File: config.mk
export PLATFORM = sky130hd
export DESIGN_NAME = ppi_top
export DESIGN_NICKNAME = d
export VERILOG_FILES = /design/src/common/ppi_pkg.sv /design/src/rtl/ppi_top.sv
export VERILOG_INCLUDE_DIRS = /design/src /design/src/common
export SDC_FILE = /design/constraint.sdc
export NUM_CORES = 1
export LEC_CHECK = 0
export BUFFER_PORTS_ARGS = -buffer_cell sky130_fd_sc_hd__clkbuf_2
export CAP_MARGIN = 20
export CORE_ASPECT_RATIO = 0.5
export CORE_MARGIN = 2
export CORE_UTILIZATION = 50
export CTS_CLUSTER_SIZE = 14
export DETAILED_ROUTE_END_ITERATION = 10
export PLACE_DENSITY = 0.87
export SYNTH_ARGS = -nofsm -noshare
export SYNTH_HDL_FRONTEND = slang
export SYNTH_SLANG_ARGS = --single-unit
File: constraint.sdc
create_clock -name clk_sys -period 4.4 [get_ports clk_sys]
set_clock_uncertainty 0.1 [all_clocks]
set_input_delay 0.44 -clock clk_sys [delete_from_list [all_inputs] [get_ports clk_sys]]
set_output_delay 0.44 -clock clk_sys [all_outputs]
set_load 0.005 [all_outputs]
File: src/common/ppi_params.svh
`ifndef PPI_PARAMS_SVH
`define PPI_PARAMS_SVH
`define PPI_CC_W        15
`define PPI_WORD_W      25
`define PPI_ADDR_W      15
`define PPI_SAVE_PE     15'h0010
`define PPI_SAVE_CT     15'h0012
`define PPI_SAVE_IO     15'h0014
`define PPI_ENT_PE      15'h0011
`define PPI_ENT_CT      15'h0013
`define PPI_ENT_IO      15'h0015
`define PPI_MAC_INSTR   4'h1
`define PPI_MAC_OPND    4'h2
`define PPI_BIT_MOD3I   5
`define PPI_BIT_MOD3O   6
`define PPI_BIT_ADDER   7
`define PPI_SCAN_NS     4000
`define PPI_CLK_NS      40
`define PPI_SCAN_CYC    (`PPI_SCAN_NS / `PPI_CLK_NS)
`define PPI_OFF_CTRL    32'h0000_0000
`define PPI_OFF_STAT    32'h0000_0004
`define PPI_OFF_PEIND   32'h0000_0008
`define PPI_OFF_CTIND   32'h0000_000c
`define PPI_OFF_IOIND   32'h0000_0010
`endif

File: src/common/ppi_pkg.sv
package ppi_pkg;
	typedef enum logic [1:0] {
		PPI_NONE,
		PPI_PE,
		PPI_CT,
		PPI_IO
	} ppi_class_t;
	typedef enum logic [1:0] {
		PPI_RUN,
		PPI_SAVE,
		PPI_HALT
	} ppi_state_t;
endpackage

File: src/rtl/ppi_top.sv
// Decided for this implementation: the address map and the APB interface to the registers.
`timescale 1ns/1ps
`include "ppi_params.svh"
// Behaviour
// - Priority: processor error, contingency, input-output.
// - Mode flag blocks own and lower classes.
// - Mode flags never block indicator setting, except error mode holding the channel io indicator.
// - Probe classes top-down at ending pulse.
// - Some error indicators probed every 4 us.
// - Taking interrupt sets that class mode flag.
// - Save word: counter bits 1-15, zero above.
// - Save/entry locations 16/17, 18/19, 20/21.
// - Class reset clears indicators and mode flag.
// - After reset, block contingency and io until next completes.
// - After return jump, recheck served and lower.
// - Higher class always able to interrupt.
// - Error probed always; ignores lower mode flags.
// - Second error under error mode halts.
// - Lower classes deferred past error reset.
// - Address check coded in bits 1-4.
// - Channel address error sets io indicator later.
// - Instruction residue failure sets bit 5.
// - Operand residue failure sets bit 6, ends.
// - Predicted versus actual residue sets bit 7.
// - Error test/reset use instruction bits 1-7.
module ppi_top (
	input  wire logic                    clk_sys,
	input  wire logic                    arst_n,
	input  wire logic                    clk_en,
	input  wire logic                    psel,
	input  wire logic                    penable,
	input  wire logic                    pwrite,
	input  wire logic [31:0]             paddr,
	input  wire logic [31:0]             pwdata,
	output logic      [31:0]             prdata,
	output logic                         pready,
	output logic                         pslverr,
	input  wire logic                    end_pulse,
	input  wire logic                    return_jump,
	input  wire logic                    is_xfer_instr,
	input  wire logic [`PPI_CC_W-1:0]    ctrl_counter,
	input  wire logic                    addr_err,
	input  wire logic [3:0]              addr_err_src,
	input  wire logic                    mod3_instr_err,
	input  wire logic                    mod3_opnd_err,
	input  wire logic                    adder_checked,
	input  wire logic [1:0]              opnd_check,
	input  wire logic [1:0]              oper_check,
	input  wire logic [1:0]              result_check,
	input  wire logic                    add_sub,
	input  wire logic [5:0]              ct_set,
	input  wire logic [7:0]              io_set,
	input  wire logic                    inhibit_io,
	input  wire logic                    test_proc_error_instr,
	input  wire logic                    reset_proc_error_instr,
	input  wire logic                    reset_contingency_instr,
	input  wire logic                    reset_io_indicator_instr,
	input  wire logic [9:0]              instr_sel,
	output logic                         test_result,
	output logic                         mem_wr,
	output logic      [`PPI_ADDR_W-1:0]  mem_addr,
	output logic      [`PPI_WORD_W-1:0]  mem_wdata,
	output logic                         jump_valid,
	output logic      [`PPI_ADDR_W-1:0]  jump_addr,
	output logic                         force_end,
	output logic                         cpu_halt,
	output logic                         proc_error_mode_flag,
	output logic                         contingency_mode_flag,
	output logic                         io_mode_flag
);
	logic                    rst_m;
	logic                    rst_n;
	logic [6:0]              pe_ind;
	logic [5:0]              ct_ind;
	logic [7:0]              io_ind;
	logic [3:0]              pe_chan;
	logic                    pend_io_chan;
	logic                    block_all;
	logic                    defer_low;
	logic [6:0]              scan_cnt;
	logic                    scan_tick;
	logic                    scan_en;
	ppi_pkg::ppi_state_t     state;
	ppi_pkg::ppi_class_t     take;
	logic                    any_pe;
	logic [6:0]              pe_new;
	logic                    probe;
	logic [1:0]              pred;
	logic                    low_ok;

	// Mod-3 add of residues; subtract uses complement residue
	function automatic logic [1:0] ppi_mod3(input logic [1:0] a, input logic [1:0] b);
		logic [2:0] s;
		s = {1'b0, a} + {1'b0, b};
		if (s >= 3'd3)
			ppi_mod3 = 2'(s - 3'd3);
		else
			ppi_mod3 = s[1:0];
		if (ppi_mod3 == 2'd3)
			ppi_mod3 = 2'd0;
	endfunction

	function automatic logic [1:0] ppi_neg3(input logic [1:0] a);
		ppi_neg3 = (a == 2'd1) ? 2'd2 : ((a == 2'd2) ? 2'd1 : 2'd0);
	endfunction

	always_ff @(posedge clk_sys or negedge arst_n) begin
		if (!arst_n) begin
			rst_m <= 1'b0;
			rst_n <= 1'b0;
		end else begin
			rst_m <= 1'b1;
			rst_n <= rst_m;
		end
	end

	// Adder residue prediction
	always_comb begin
		pred = add_sub ? ppi_mod3(opnd_check, ppi_neg3(oper_check))
			: ppi_mod3(opnd_check, oper_check);
	end

	// New error indicator events; bit 0 is the address-check summary
	always_comb begin
		pe_new = 7'h00;
		pe_new[0] = addr_err;
		pe_new[`PPI_BIT_MOD3I-1] = mod3_instr_err;
		pe_new[`PPI_BIT_MOD3O-1] = mod3_opnd_err && !is_xfer_instr;
		pe_new[`PPI_BIT_ADDER-1] = adder_checked && (pred != result_check);
	end

	assign any_pe = |pe_ind;
	assign scan_tick = (scan_cnt == 7'(`PPI_SCAN_CYC - 1));
	assign probe = end_pulse || return_jump;
	// Shared gate of the two lower classes: the error or contingency mode flag, or a window, holds them
	assign low_ok = probe && !block_all && !defer_low && !proc_error_mode_flag
		&& !contingency_mode_flag;

	// Class selection, highest first
	always_comb begin
		take = ppi_pkg::PPI_NONE;
		if (state == ppi_pkg::PPI_RUN) begin
			if (any_pe && !proc_error_mode_flag && (probe || (scan_tick && scan_en)))
				take = ppi_pkg::PPI_PE;
			else if (low_ok && |ct_ind)
				take = ppi_pkg::PPI_CT;
			else if (low_ok && !io_mode_flag && !inhibit_io && |io_ind)
				take = ppi_pkg::PPI_IO;
		end
	end

	// Periodic error probe tick, free running
	always_ff @(posedge clk_sys or negedge rst_n) begin
		if (!rst_n)
			scan_cnt <= 7'h00;
		else if (clk_en)
			scan_cnt <= scan_tick ? 7'h00 : 7'(scan_cnt + 7'h01);
	end

	// Keeps the tick quiet in the first cycle after reset
	always_ff @(posedge clk_sys or negedge rst_n) begin
		if (!rst_n)
			scan_en <= 1'b0;
		else if (clk_en)
			scan_en <= 1'b1;
	end

	// Error indicators; set wins over reset in the same cycle
	always_ff @(posedge clk_sys or negedge rst_n) begin
		if (!rst_n) begin
			pe_ind <= 7'h00;
			pe_chan <= 4'h0;
		end else if (clk_en) begin
			if (reset_proc_error_instr)
				pe_ind <= (pe_ind & ~instr_sel[6:0]) | pe_new;
			else
				pe_ind <= pe_ind | pe_new;
			if (addr_err)
				pe_chan <= addr_err_src;
		end
	end

	// Channel address error is carried to the io class once error mode clears
	always_ff @(posedge clk_sys or negedge rst_n) begin
		if (!rst_n) begin
			pend_io_chan <= 1'b0;
		end else if (clk_en) begin
			if (addr_err && addr_err_src > `PPI_MAC_OPND)
				pend_io_chan <= 1'b1;
			else if (!proc_error_mode_flag)
				pend_io_chan <= 1'b0;
		end
	end

	always_ff @(posedge clk_sys or negedge rst_n) begin
		if (!rst_n) begin
			ct_ind <= 6'h00;
			io_ind <= 8'h00;
		end else if (clk_en) begin
			ct_ind <= (reset_contingency_instr ? (ct_ind & ~instr_sel[5:0]) : ct_ind)
				| ct_set;
			io_ind <= (reset_io_indicator_instr ? (io_ind & ~instr_sel[7:0]) : io_ind)
				| io_set
				| {7'h00, pend_io_chan && !proc_error_mode_flag
					&& !(addr_err && addr_err_src > `PPI_MAC_OPND)};
		end
	end

	// Mode flags; taking an interrupt beats a reset instruction in the same cycle
	always_ff @(posedge clk_sys or negedge rst_n) begin
		if (!rst_n)
			proc_error_mode_flag <= 1'b0;
		else if (clk_en && take == ppi_pkg::PPI_PE)
			proc_error_mode_flag <= 1'b1;
		else if (clk_en && reset_proc_error_instr)
			proc_error_mode_flag <= 1'b0;
	end

	always_ff @(posedge clk_sys or negedge rst_n) begin
		if (!rst_n)
			contingency_mode_flag <= 1'b0;
		else if (clk_en && take == ppi_pkg::PPI_CT)
			contingency_mode_flag <= 1'b1;
		else if (clk_en && reset_contingency_instr)
			contingency_mode_flag <= 1'b0;
	end

	always_ff @(posedge clk_sys or negedge rst_n) begin
		if (!rst_n)
			io_mode_flag <= 1'b0;
		else if (clk_en && take == ppi_pkg::PPI_IO)
			io_mode_flag <= 1'b1;
		else if (clk_en && reset_io_indicator_instr)
			io_mode_flag <= 1'b0;
	end

	// Quiet window after a class reset lasts to the next completion
	always_ff @(posedge clk_sys or negedge rst_n) begin
		if (!rst_n) begin
			block_all <= 1'b0;
			defer_low <= 1'b0;
		end else if (clk_en) begin
			if (end_pulse && (reset_proc_error_instr || reset_contingency_instr
				|| reset_io_indicator_instr))
				block_all <= 1'b1;
			else if (end_pulse)
				block_all <= 1'b0;
			if (end_pulse && reset_proc_error_instr)
				defer_low <= 1'b1;
			else if (end_pulse)
				defer_low <= 1'b0;
		end
	end

	// Save and vector sequencing; halt on a further error in error mode
	always_ff @(posedge clk_sys or negedge rst_n) begin
		if (!rst_n) begin
			state <= ppi_pkg::PPI_RUN;
			mem_wr <= 1'b0;
			mem_addr <= '0;
			mem_wdata <= '0;
			jump_valid <= 1'b0;
			jump_addr <= '0;
		end else if (clk_en) begin
			mem_wr <= 1'b0;
			jump_valid <= 1'b0;
			unique case (state)
				ppi_pkg::PPI_RUN: begin
					if (proc_error_mode_flag && |pe_new) begin
						state <= ppi_pkg::PPI_HALT;
					end else if (take != ppi_pkg::PPI_NONE) begin
						state <= ppi_pkg::PPI_SAVE;
						mem_wr <= 1'b1;
						mem_wdata <= {10'h000, ctrl_counter};
						unique case (take)
							ppi_pkg::PPI_PE: begin
								mem_addr <= `PPI_SAVE_PE;
								jump_addr <= `PPI_ENT_PE;
							end
							ppi_pkg::PPI_CT: begin
								mem_addr <= `PPI_SAVE_CT;
								jump_addr <= `PPI_ENT_CT;
							end
							default: begin
								mem_addr <= `PPI_SAVE_IO;
								jump_addr <= `PPI_ENT_IO;
							end
						endcase
					end
				end
				ppi_pkg::PPI_SAVE: begin
					jump_valid <= 1'b1;
					state <= ppi_pkg::PPI_RUN;
				end
				ppi_pkg::PPI_HALT: begin
					state <= ppi_pkg::PPI_HALT;
				end
			endcase
		end
	end

	// Halt is sticky until the next system reset
	always_ff @(posedge clk_sys or negedge rst_n) begin
		if (!rst_n)
			cpu_halt <= 1'b0;
		else if (clk_en && state == ppi_pkg::PPI_RUN && proc_error_mode_flag && |pe_new)
			cpu_halt <= 1'b1;
	end

	// Operand residue failure ends the instruction early
	always_ff @(posedge clk_sys or negedge rst_n) begin
		if (!rst_n)
			force_end <= 1'b0;
		else if (clk_en)
			force_end <= pe_new[`PPI_BIT_MOD3O-1];
	end

	// Indicator test answer
	always_ff @(posedge clk_sys or negedge rst_n) begin
		if (!rst_n)
			test_result <= 1'b0;
		else if (clk_en && test_proc_error_instr)
			test_result <= ((instr_sel[3:0] == pe_chan) && pe_ind[0])
				|| |(instr_sel[6:4] & pe_ind[6:4]);
	end

	// APB slave, zero wait states: ready stands through the access cycle
	always_ff @(posedge clk_sys or negedge rst_n) begin
		if (!rst_n)
			pready <= 1'b0;
		else if (clk_en)
			pready <= psel && !penable;
	end

	// Mode flags are read-only here
	always_ff @(posedge clk_sys or negedge rst_n) begin
		if (!rst_n) begin
			prdata <= 32'h0000_0000;
			pslverr <= 1'b0;
		end else if (clk_en) begin
			pslverr <= 1'b0;
			if (psel && !penable) begin
				pslverr <= pwrite;
				unique case (paddr)
					`PPI_OFF_CTRL: prdata <= {31'h0, scan_en};
					`PPI_OFF_STAT: prdata <= {27'h0, cpu_halt, block_all, io_mode_flag,
						contingency_mode_flag, proc_error_mode_flag};
					`PPI_OFF_PEIND: prdata <= {21'h0, pe_chan, pe_ind};
					`PPI_OFF_CTIND: prdata <= {26'h0, ct_ind};
					`PPI_OFF_IOIND: prdata <= {24'h0, io_ind};
					default: begin
						prdata <= 32'h0000_0000;
						pslverr <= 1'b1;
					end
				endcase
			end
		end
	end
endmodule

* Yosys cells after proc, flatten, opt, wreduce, memory -nomap -nowiden
Index checks and enable logic that the tools add are counted.
Word-level totals: flip-flop bits (word level) 127, input bits 132, output and inout port bits 97
Cells by class: reduce and logical (&&, ||, !) cells 66, multiplexer cells 38, $add $sub $neg 5, order comparisons 3, eq/ne operators 18, bitwise gates (word level) 13
Operators with widths (number):
- $eq A32 B4 Y1 const B | 2
- $pmux W11 S5 | 1
- $eq A32 B3 Y1 const B | 1
- $eq A32 B5 Y1 const B | 1
- $logic_not A32 Y1 | 1
- $logic_and A1 B1 Y1 | 31
- $mux W2 | 12
- $mux W1 | 18
- $mux W7 | 2
- $or A7 B7 Y7 | 2
- $eq A2 B2 Y1 const B | 6
- $pmux W3 S2 | 2
- $reduce_and A2 Y1 | 6
- $reduce_bool A2 Y1 | 6
- $logic_not A1 Y1 | 9
- $and A8 B8 Y8 | 1
- $mux W8 | 1
- $not A8 Y8 | 1
- $or A8 B1 Y8 | 1
- $or A8 B8 Y8 | 1
- $reduce_or A8 Y1 | 1
- $add A7 B1 Y7 const B | 1
- $and A7 B7 Y7 | 1
- $eq A7 B7 Y1 const B | 1
- other kinds (25) | 34

* Logic depth before layout (Yosys ltp)
Gate-level depths: netlist of the first run.
depth after elaboration 16, gate-level depth with buffers 14, mapped depth without buffers 13

* Least setup slack after synthesis of the first run
Ideal clock, no wire load.
path kind input-to-reg, start point input port opnd_check[0], end point register jump_addr[1], library setup time 125 ps, path slack 954 ps, required time 4175 ps, cell stages on the path 12, path buffers 1, arrival time 3221 ps, cells stage by stage ha_1 > inv_1 > fa_1 > inv_1 > ha_1 > or3b_1 > a221o_1 > and4_4 > nor4_4 > a31oi_4 > buf_6 > mux2_4
On the way: cells in the longest elaborated chain, start to end 12, elaborated cells on any way between the ends 19, classes of those cells add/sub: 4; order compare: 2; eq/ne: 3; mux: 5; bitwise: 1; reduce/logical: 4
RTL lines:
- from (decl) | line ppi_top.sv:47 | input wire logic [1:0] opnd_check,
- $add A2 B2 Y3 | line ppi_top.sv:94 | s = {1'b0, a} + {1'b0, b};
- $ge A3 B2 Y1 / $sub A2 B2 Y2 (equally long branches) | line ppi_top.sv:95, ppi_top.sv:96
- $mux W2 | line ppi_top.sv:95 | if (s >= 3'd3)
- $eq A2 B2 Y1 | line ppi_top.sv:99 | if (ppi_mod3 == 2'd3)
- $mux W2 | line ppi_top.sv:99
- $mux W2 (*) | line ppi_top.sv:119 | pred = add_sub ? ppi_mod3(opnd_check, ppi_neg3(oper_check))
- $ne A2 B2 Y1 (*) | line ppi_top.sv:129 | pe_new[`PPI_BIT_ADDER-1] = adder_checked && (pred != result_check);
- $logic_and A1 B1 Y1 (*) | line ppi_top.sv:129
- $reduce_or A4 Y1 (*) | line ppi_top.sv:269 | if (proc_error_mode_flag && |pe_new) begin
- $logic_and A1 B1 Y1 (*) | line ppi_top.sv:269
- $not A1 Y1 (no line) (*)
- $reduce_and A4 Y1 (no line) (*)
- to (signal assigned) | line ppi_top.sv:278 | jump_addr <= `PPI_ENT_PE;
- to (signal assigned) | line ppi_top.sv:282 | jump_addr <= `PPI_ENT_CT;
- to (signal assigned) | line ppi_top.sv:286 | jump_addr <= `PPI_ENT_IO;
- to (decl) | line ppi_top.sv:64 | output logic [`PPI_ADDR_W-1:0] jump_addr,
Every way passes the cells marked *; elsewhere a longest branch is shown, timed or not. A chain may end at the register's enable or synchronous reset.

* Worst setup path in the final report of the first run
start point input port oper_check[0], end point register mem_wdata[3]
On the way: cells in the longest elaborated chain, start to end 15, elaborated cells on any way between the ends 23, classes of those cells add/sub: 4; order compare: 2; eq/ne: 5; mux: 7; bitwise: 1; reduce/logical: 4
RTL lines:
- from (decl) | line ppi_top.sv:48 | input wire logic [1:0] oper_check,
- $eq A2 B2 Y1 | line ppi_top.sv:104 | ppi_neg3 = (a == 2'd1) ? 2'd2 : ((a == 2'd2) ? 2'd1 : 2'd0);
- $mux W1 | line ppi_top.sv:104
- $mux W2 | line ppi_top.sv:104
- $add A2 B2 Y3 | line ppi_top.sv:94
- $ge A3 B2 Y1 / $sub A2 B2 Y2 (equally long branches) | line ppi_top.sv:95, ppi_top.sv:96
- $mux W2 | line ppi_top.sv:95
- $eq A2 B2 Y1 | line ppi_top.sv:99
- $mux W2 | line ppi_top.sv:99
- $mux W2 (*) | line ppi_top.sv:119
- $ne A2 B2 Y1 (*) | line ppi_top.sv:129
- $logic_and A1 B1 Y1 (*) | line ppi_top.sv:129
- $reduce_or A4 Y1 (*) | line ppi_top.sv:269
- $logic_and A1 B1 Y1 (*) | line ppi_top.sv:269
- $not A1 Y1 (no line) (*)
- $reduce_and A4 Y1 (no line) (*)
- to (signal assigned) | line ppi_top.sv:274 | mem_wdata <= {10'h000, ctrl_counter};
- to (decl) | line ppi_top.sv:62 | output logic [`PPI_WORD_W-1:0] mem_wdata,
Marked as above.

==> impl_metrics.json, run 1 <==
{
  "routedWlPerCell_um": 15.2,
  "cts_buffers": 9,
  "power.leakage_uw": 0.00271,
  "power_density_nw_per_um2": 461,
  "r2r_setup_slack_ns": 0.96,
  "core_um2": 8680,
  "drt_pre_antenna_iters": 4,
  "synth-main-ff-cell": "dfrtp_1",
  "grt-ovfl-total": 0,
  "num_rows": 24,
  "status": "finished, final reports clean",
  "area_growth_pct": 19.6,
  "maxSlewViolCount": 0,
  "finalNetCount": 719,
  "setup_tns_ns": 0,
  "setup_viol": 0,
  "cp.arrival_ns": 3.63,
  "finalWorstSetupSlack_ns": 0.884,
  "grt_first_pass_wirelength_um": 16700,
  "ys_seq_area_frac": 0.444,
  "period_share": 0.799,
  "place_hpwl_um": 7980,
  "cts-root-buf": "clkbuf_16",
  "synth_cells": 436,
  "crit_type": "in -> reg",
  "wl_um": 10600,
  "drt-initial-drc-count": 192,
  "ir_drop_mv": 0.233,
  "grt.total_usage": 0.222,
  "dieArea_um2": 9720,
  "vias": 3628,
  "die_y_um": 70.7,
  "synth_edf_count": 0,
  "antenna_cells": 0,
  "synth_area_per_cell_um2": 10.2,
  "ios": 229,
  "io_buffer_count": 140,
  "timing.final.hold_violations": 0,
  "ys_types": 54,
  "grt_pass1_vias": 3567,
  "fmax_mhz": 284,
  "cap_violations": 0,
  "initial_utilization": 0.513,
  "ys_warn_count": 0,
  "ant_nets": 0,
  "layout_min_cycle_time_ns": 3.52,
  "gp_congestion": 0.907,
  "worst_slew_pin_slew_ns": 0.750,
  "synthArstFlopShare": 1.00,
  "cts_setup_buffers": 0,
  "drc": 0,
  "cp_slowest_stage_delay_ns": 0.65,
  "required_ns": 4.52,
  "synth-seq-cells": 79,
  "cp-start-kind": "input port",
  "antenna_found_initial": 0,
  "crit_family": "compound AO/OA/AOI/OAI gates",
  "path_clk_slew_ns": 0.06,
  "clk_path_buf_depth": 2,
  "grt_start_max_net_pins": 48,
  "synth_area_um2": 4450,
  "post-place-ws_ns": 0.478,
  "die_w_um": 137,
  "drive_above_1_share": 0.328,
  "hp-class": "reg -> async",
  "viasPerCell": 5.23,
  "cts.sinks": 79,
  "slowest_stage": "a31oi_4",
  "grt_setup_unrepaired": "false",
  "path_buf_inv": 3,
  "cts_max_level": 3,
  "cts_tree": "built",
  "path_cells": "clkbuf_2, ha_1, inv_1, fa_1, inv_1, ha_1, or3b_1, a221o_1, a21oi_1, nor4_4, a31oi_4, mux2_2",
  "clk_latency_ns": 0.34,
  "end_kind": "register",
  "relSlewSlack": 0.500,
  "critPathMaxFanout": 19
}
-- state kept, by name, indices dropped and copies added (netlist names), 3 cells and up --
| register | count |
|---|---|
| io_ind | 8 |
| pe_chan | 4 |
| jump_addr | 3 |
| mem_wdata | 15 |
| scan_cnt | 7 |
| ct_ind | 6 |
| pe_ind | 7 |
| prdata | 11 |
-- area by class of cell --
type                            count  area (µm²)
Fill cell                         729        3360
Timing Repair Buffer              143         726
Tap cell                          117         146
Multi-Input combinational cell    322        2120
Clock buffer                       11         233
Clock inverter                      5        57.6
Sequential cell                    79        1980
Inverter                           17        63.8
-- metal layers --
| layer | GRT usage | wire [µm] | vias to the layer above |
|---|---|---|---|
| met5 | 0 | 0 | - |
| li1 | - | - | 1686 |
| met2 | 0.388 | 5370 | 185 |
| met3 | 0.0559 | 860 | 22 |
| met1 | 0.266 | 4110 | 1735 |
| met4 | 0.0848 | 212 | 0 |
-- power breakdown --
group / switching, µW / total, µW / internal [µW]
logic: 324 / 675 / 351
clock network: 293 / 734 / 441
registers: 153 / 1050 / 893
-- cells in the final DEF, fill, tap and decap left out, types with 6 or more instances in the layout --
| master | synthesis | routed |
|---|---|---|
| clkbuf_2 | 0 | 140 |
| dfrtp_1 | 79 | 78 |
| nand2_1 | 62 | 62 |
| conb_1 | 2 | 55 |
| o21ai_0 | 19 | 19 |
| a22o_1 | 18 | 18 |
| inv_1 | 17 | 17 |
| mux2_2 | 17 | 17 |
| nor2_1 | 13 | 13 |
| ha_1 | 13 | 13 |
| nor3_1 | 11 | 11 |
| nor4_1 | 10 | 10 |
| nor2b_1 | 9 | 9 |
| clkbuf_16 | 0 | 9 |
| mux2_4 | 8 | 8 |
| a21oi_1 | 6 | 6 |
-- cells by family (layout without fill, tap and decap cells) --
logic type	count (synthesis)	in the layout	share of synthesized area
AND/OR/NAND/NOR	136	136	0.153
buffers and inverters	88	176	0.125
flip-flops	79	79	0.444
AO/OA/AOI/OAI	78	78	0.130
multiplexers	30	30	0.0841
adder cells (fa/ha/maj)	15	15	0.0456
XOR/XNOR	8	8	0.0157
other	2	55	0.00169
-- cell usage after synthesis, drive strengths merged (3+ instances only) --
| master | count | area (µm²) |
|---|---|---|
| ha | 13 | 163 |
| clkbuf | 10 | 37.5 |
| and2 | 5 | 31.3 |
| inv | 17 | 63.8 |
| nor2 | 13 | 48.8 |
| mux2i | 4 | 40.0 |
| a22o | 18 | 158 |
| o22a | 4 | 35.0 |
| buf | 61 | 454 |
| o21ai | 19 | 95.1 |
| nor4 | 11 | 83.8 |
| xor2 | 3 | 26.3 |
| mux2 | 25 | 312 |
| dfrtp | 79 | 1980 |
| nor2b | 9 | 56.3 |
| nand3 | 5 | 25.0 |
| nand2 | 62 | 233 |
| a31oi | 4 | 40.0 |
| a21boi | 3 | 22.5 |
| a21oi | 6 | 30.0 |
| nand2b | 3 | 18.8 |
| nand4 | 4 | 25.0 |
| nand4b | 3 | 26.3 |
| a21o | 3 | 22.5 |
| a22oi | 4 | 30.0 |
| nor3 | 11 | 55.1 |
| o311ai | 3 | 26.3 |
| or2 | 3 | 18.8 |
| xnor2 | 5 | 43.8 |
-- worst paths after layout --
check	depth (start not counted)	start	to
max in group asynchronous	1	rst_n	prdata[2]
setup / recovery	12	oper_check[0]	mem_wdata[3]
min in group clk_sys	2	ct_set[2]	ct_ind[2]
setup reg to reg	10	scan_cnt[0]	mem_wdata[3]
hold / removal	0	rst_n	jump_addr[2]
hold reg to reg	0	rst_n	jump_addr[2]
-- metrics by stage --
step / utilization / cell area (µm²) / hold slack [ns] / total power [µW] / cells
final: 0.613 / 5320 / 0.208 / 2450 / 694
after global routing: 0.613 / 5320 / 0.224 / 2590 / 694
after CTS: 0.613 / 5320 / 0.216 / 2460 / 694
after detailed placement: 0.578 / 5020 / 0.127 / 1710 / 677
after global placement: 0.578 / 5020 / 0.127 / 1670 / 677
after floorplan: - / 4650 / 0.0444 / 1480 / 489
-- timing repair --
item | CTS | global route
hold buffers | 1 | 0
endpoints found under the hold margin | 2 | 0
resized for setup | 0 | 0
No activity file was read; power rests on OpenSTA's default activity.
==> run 2, diff against run 1 <==
ABC_AREA = 1   (was not set)
CORE_UTILIZATION = 42   (was 50)
PLACE_DENSITY = 0.77   (was 0.87)
clock period = 2.9 ns   (was 4.4 ns; I/O delays follow)
==> impl_metrics.json, run 2 <==
{
  "status": "finished, final reports clean",
  "finalWorstSetupSlack_ns": 0.219,
  "synth_area_um2": 4620,
  "finalNetCount": 880,
  "synth-main-ff-cell": "dfrtp_1",
  "viasPerCell": 4.77,
  "yosysMostFrequentCell": "nand2_1",
  "maxSlewViolCount": 0,
  "required_ns": 3.07,
  "synth-seq-cells": 79,
  "largest_register_ffs": 15,
  "yosysTopAreaCellShare": 0.428,
  "mostFrequentLayoutCell": "nand2_1",
  "cp.arrival_ns": 2.86,
  "vias": 4210,
  "end_kind": "register",
  "crit_type": "reg -> reg",
  "cts_setup_buffers": 0,
  "synth_top_cell_by_area": "dfrtp_1",
  "place_hpwl_um": 8420,
  "cts-root-buf": "clkbuf_16",
  "num_rows": 27,
  "synth_commonest_cells": "173 x nand2_1, 79 x dfrtp_1, 73 x inv_1, 59 x buf_4, 39 x o21ai_0",
  "wl_um": 10900,
  "cap_violations": 0,
  "initial_utilization": 0.426,
  "synthTopCellsByArea": "dfrtp_1 43%, nand2_1 14%, buf_4 9.6%, inv_1 5.9%, o21ai_0 4.2%",
  "ys_seq_area_frac": 0.428,
  "grt_setup_unrepaired": "false",
  "drt-initial-drc-count": 203,
  "power_density_nw_per_um2": 660,
  "hp-class": "in -> reg",
  "core_um2": 10800,
  "synthArstFlopShare": 1.00,
  "post-place-ws_ns": -0.136,
  "fillers": 1045,
  "die_w_um": 152,
  "power_uw": 3710,
  "grt_start_max_net_pins": 78,
  "drive_above_1_share": 0.248,
  "timing.final.hold_violations": 0,
  "gp_congestion": 0.884,
  "antenna_found_initial": 0,
  "cts.sinks": 79,
  "area_growth_pct": 21.5,
  "ys_types": 36,
  "top_regs": "mem_wdata (15), prdata (11), io_ind (8)",
  "cts_buffers": 9,
  "grt.total_usage": 0.188,
  "ir_drop_mv": 0.385,
  "synth_edf_count": 0,
  "grt-ovfl-total": 0,
  "cts_tree": "built",
  "critPathMaxFanout": 8,
  "synth_area_per_cell_um2": 7.83,
  "power.leakage_uw": 0.00321,
  "ios": 229,
  "drc": 0,
  "synth_cells": 590,
  "drt_pre_antenna_iters": 4,
  "clk_latency_ns": 0.34,
  "layout_min_cycle_time_ns": 2.68,
  "final_cell_mix": "173 x nand2_1, 140 x clkbuf_2, 78 x dfrtp_1",
  "path_clk_slew_ns": 0.06,
  "fmax_mhz": 373,
  "routedWlPerCell_um": 12.3,
  "setup_viol": 0,
  "period_share": 0.925,
  "cts_max_level": 3,
  "whs_ns": 0.0503,
  "cp-start-kind": "register",
  "ys_warn_count": 0,
  "antenna_cells": 0,
  "grt_pass1_vias": 4037,
  "post-route-util": 0.518,
  "clk_path_buf_depth": 2,
  "relSlewSlack": 0.339,
  "die_y_um": 78.2,
  "ant_nets": 0,
  "worst_slew_pin_slew_ns": 0.991,
  "dieArea_um2": 11900,
  "grt_first_pass_wirelength_um": 18000,
  "largest_register": "mem_wdata",
  "io_buffer_count": 140
}
==> run 2: cell types whose count changed after synthesis, moves of 6 or more <==
cell | before | now
a22o_1 | 18 | 3
o21ai_1 | 0 | 6
o22ai_1 | 0 | 6
nand3_1 | 5 | 36
nor2_1 | 13 | 27
nand2_2 | 0 | 6
mux2_2 | 17 | 0
o21ai_0 | 19 | 39
nand2_1 | 62 | 173
inv_1 | 17 | 73
mux2_4 | 8 | 0
nor3_1 | 11 | 5
nor2b_1 | 9 | 0
==> run 2: layout make-up <==
class / count / area, µm² / share of cell area
Multi-Input combinational cell: 419 / 2080 / 0.371
Sequential cell: 79 / 1980 / 0.353
Timing Repair Buffer: 147 / 768 / 0.137
Inverter: 77 / 289 / 0.0515
Clock buffer: 10 / 239 / 0.0426
Tap cell: 145 / 181 / 0.0323
Clock inverter: 6 / 75.1 / 0.0134
==> run 2: final timing paths <==
check                             from            to  slack [ns]  depth (start not counted)
min in group asynchronous       arst_n         rst_n        0.16                          2
hold reg to reg                  rst_m         rst_n        0.25                          0
max in group asynchronous        rst_n     ct_ind[2]        1.67                          0
setup reg to reg           scan_cnt[0]  mem_wdata[7]        0.22                         13
hold / removal               io_set[5]     io_ind[5]        0.05                          3
setup / recovery           scan_cnt[0]  mem_wdata[7]        0.22                         13
==> run 2: what timing repair did <==
| item | 4_1_cts | 5_1_grt |
|---|---|---|
| endpoints found under the hold margin | 2 | 0 |
| endpoints found under the setup margin | 0 | 19 |
| hold buffers | 1 | 0 |
| gates resized for setup | 0 | 3 |
==> run 2: logic make-up after synthesis <==
logic type / count (synthesis) / share of synthesized area
adders and majority gates: 15 / 0.0439
buffers and inverters: 145 / 0.169
xor gates and xnor gates: 4 / 0.00758
AOI/OAI and AO/OA: 76 / 0.0942
DFF: 79 / 0.428
other: 2 / 0.00162
and+or+nand+nor: 269 / 0.256
==> run 2: worst max-delay path: stages, from the launching register on <==
cell and delay [ns]:
dfrtp_1 0.35, ha_1 0.20, nand2_1 0.08, nor4_1 0.24, inv_1 0.16, o21ai_0 0.16, nand2_1 0.11, a21oi_2 0.22
inv_1 0.12, ha_1 0.26, nor2_4 0.23, buf_4 0.20, nand3_1 0.09, nand2_1 0.08
==> run 2: power breakdown <==
part           switching (µW)  internal, µW
registers                 171          1330
logic                     594           429
clock network             476           703
==> run 2: metal layers <==
layer / part of all wire / vias up / global-route usage
met4: 0.022 / 0 / 0.0738
met2: 0.50 / 172 / 0.336
met1: 0.41 / 1954 / 0.221
met3: 0.073 / 24 / 0.0475
met5: 0 / - / 0
li1: - / 2060 / -
==> run 2: through the flow <==
step                std cells  setup TNS, ns  cell area, µm²
global placement          866              0            5270
CTS                       883              0            5600
global route              883              0            5610
detailed placement        866          -2.19            5270
floorplan                 643              0            4820
finish                    883              0            5610
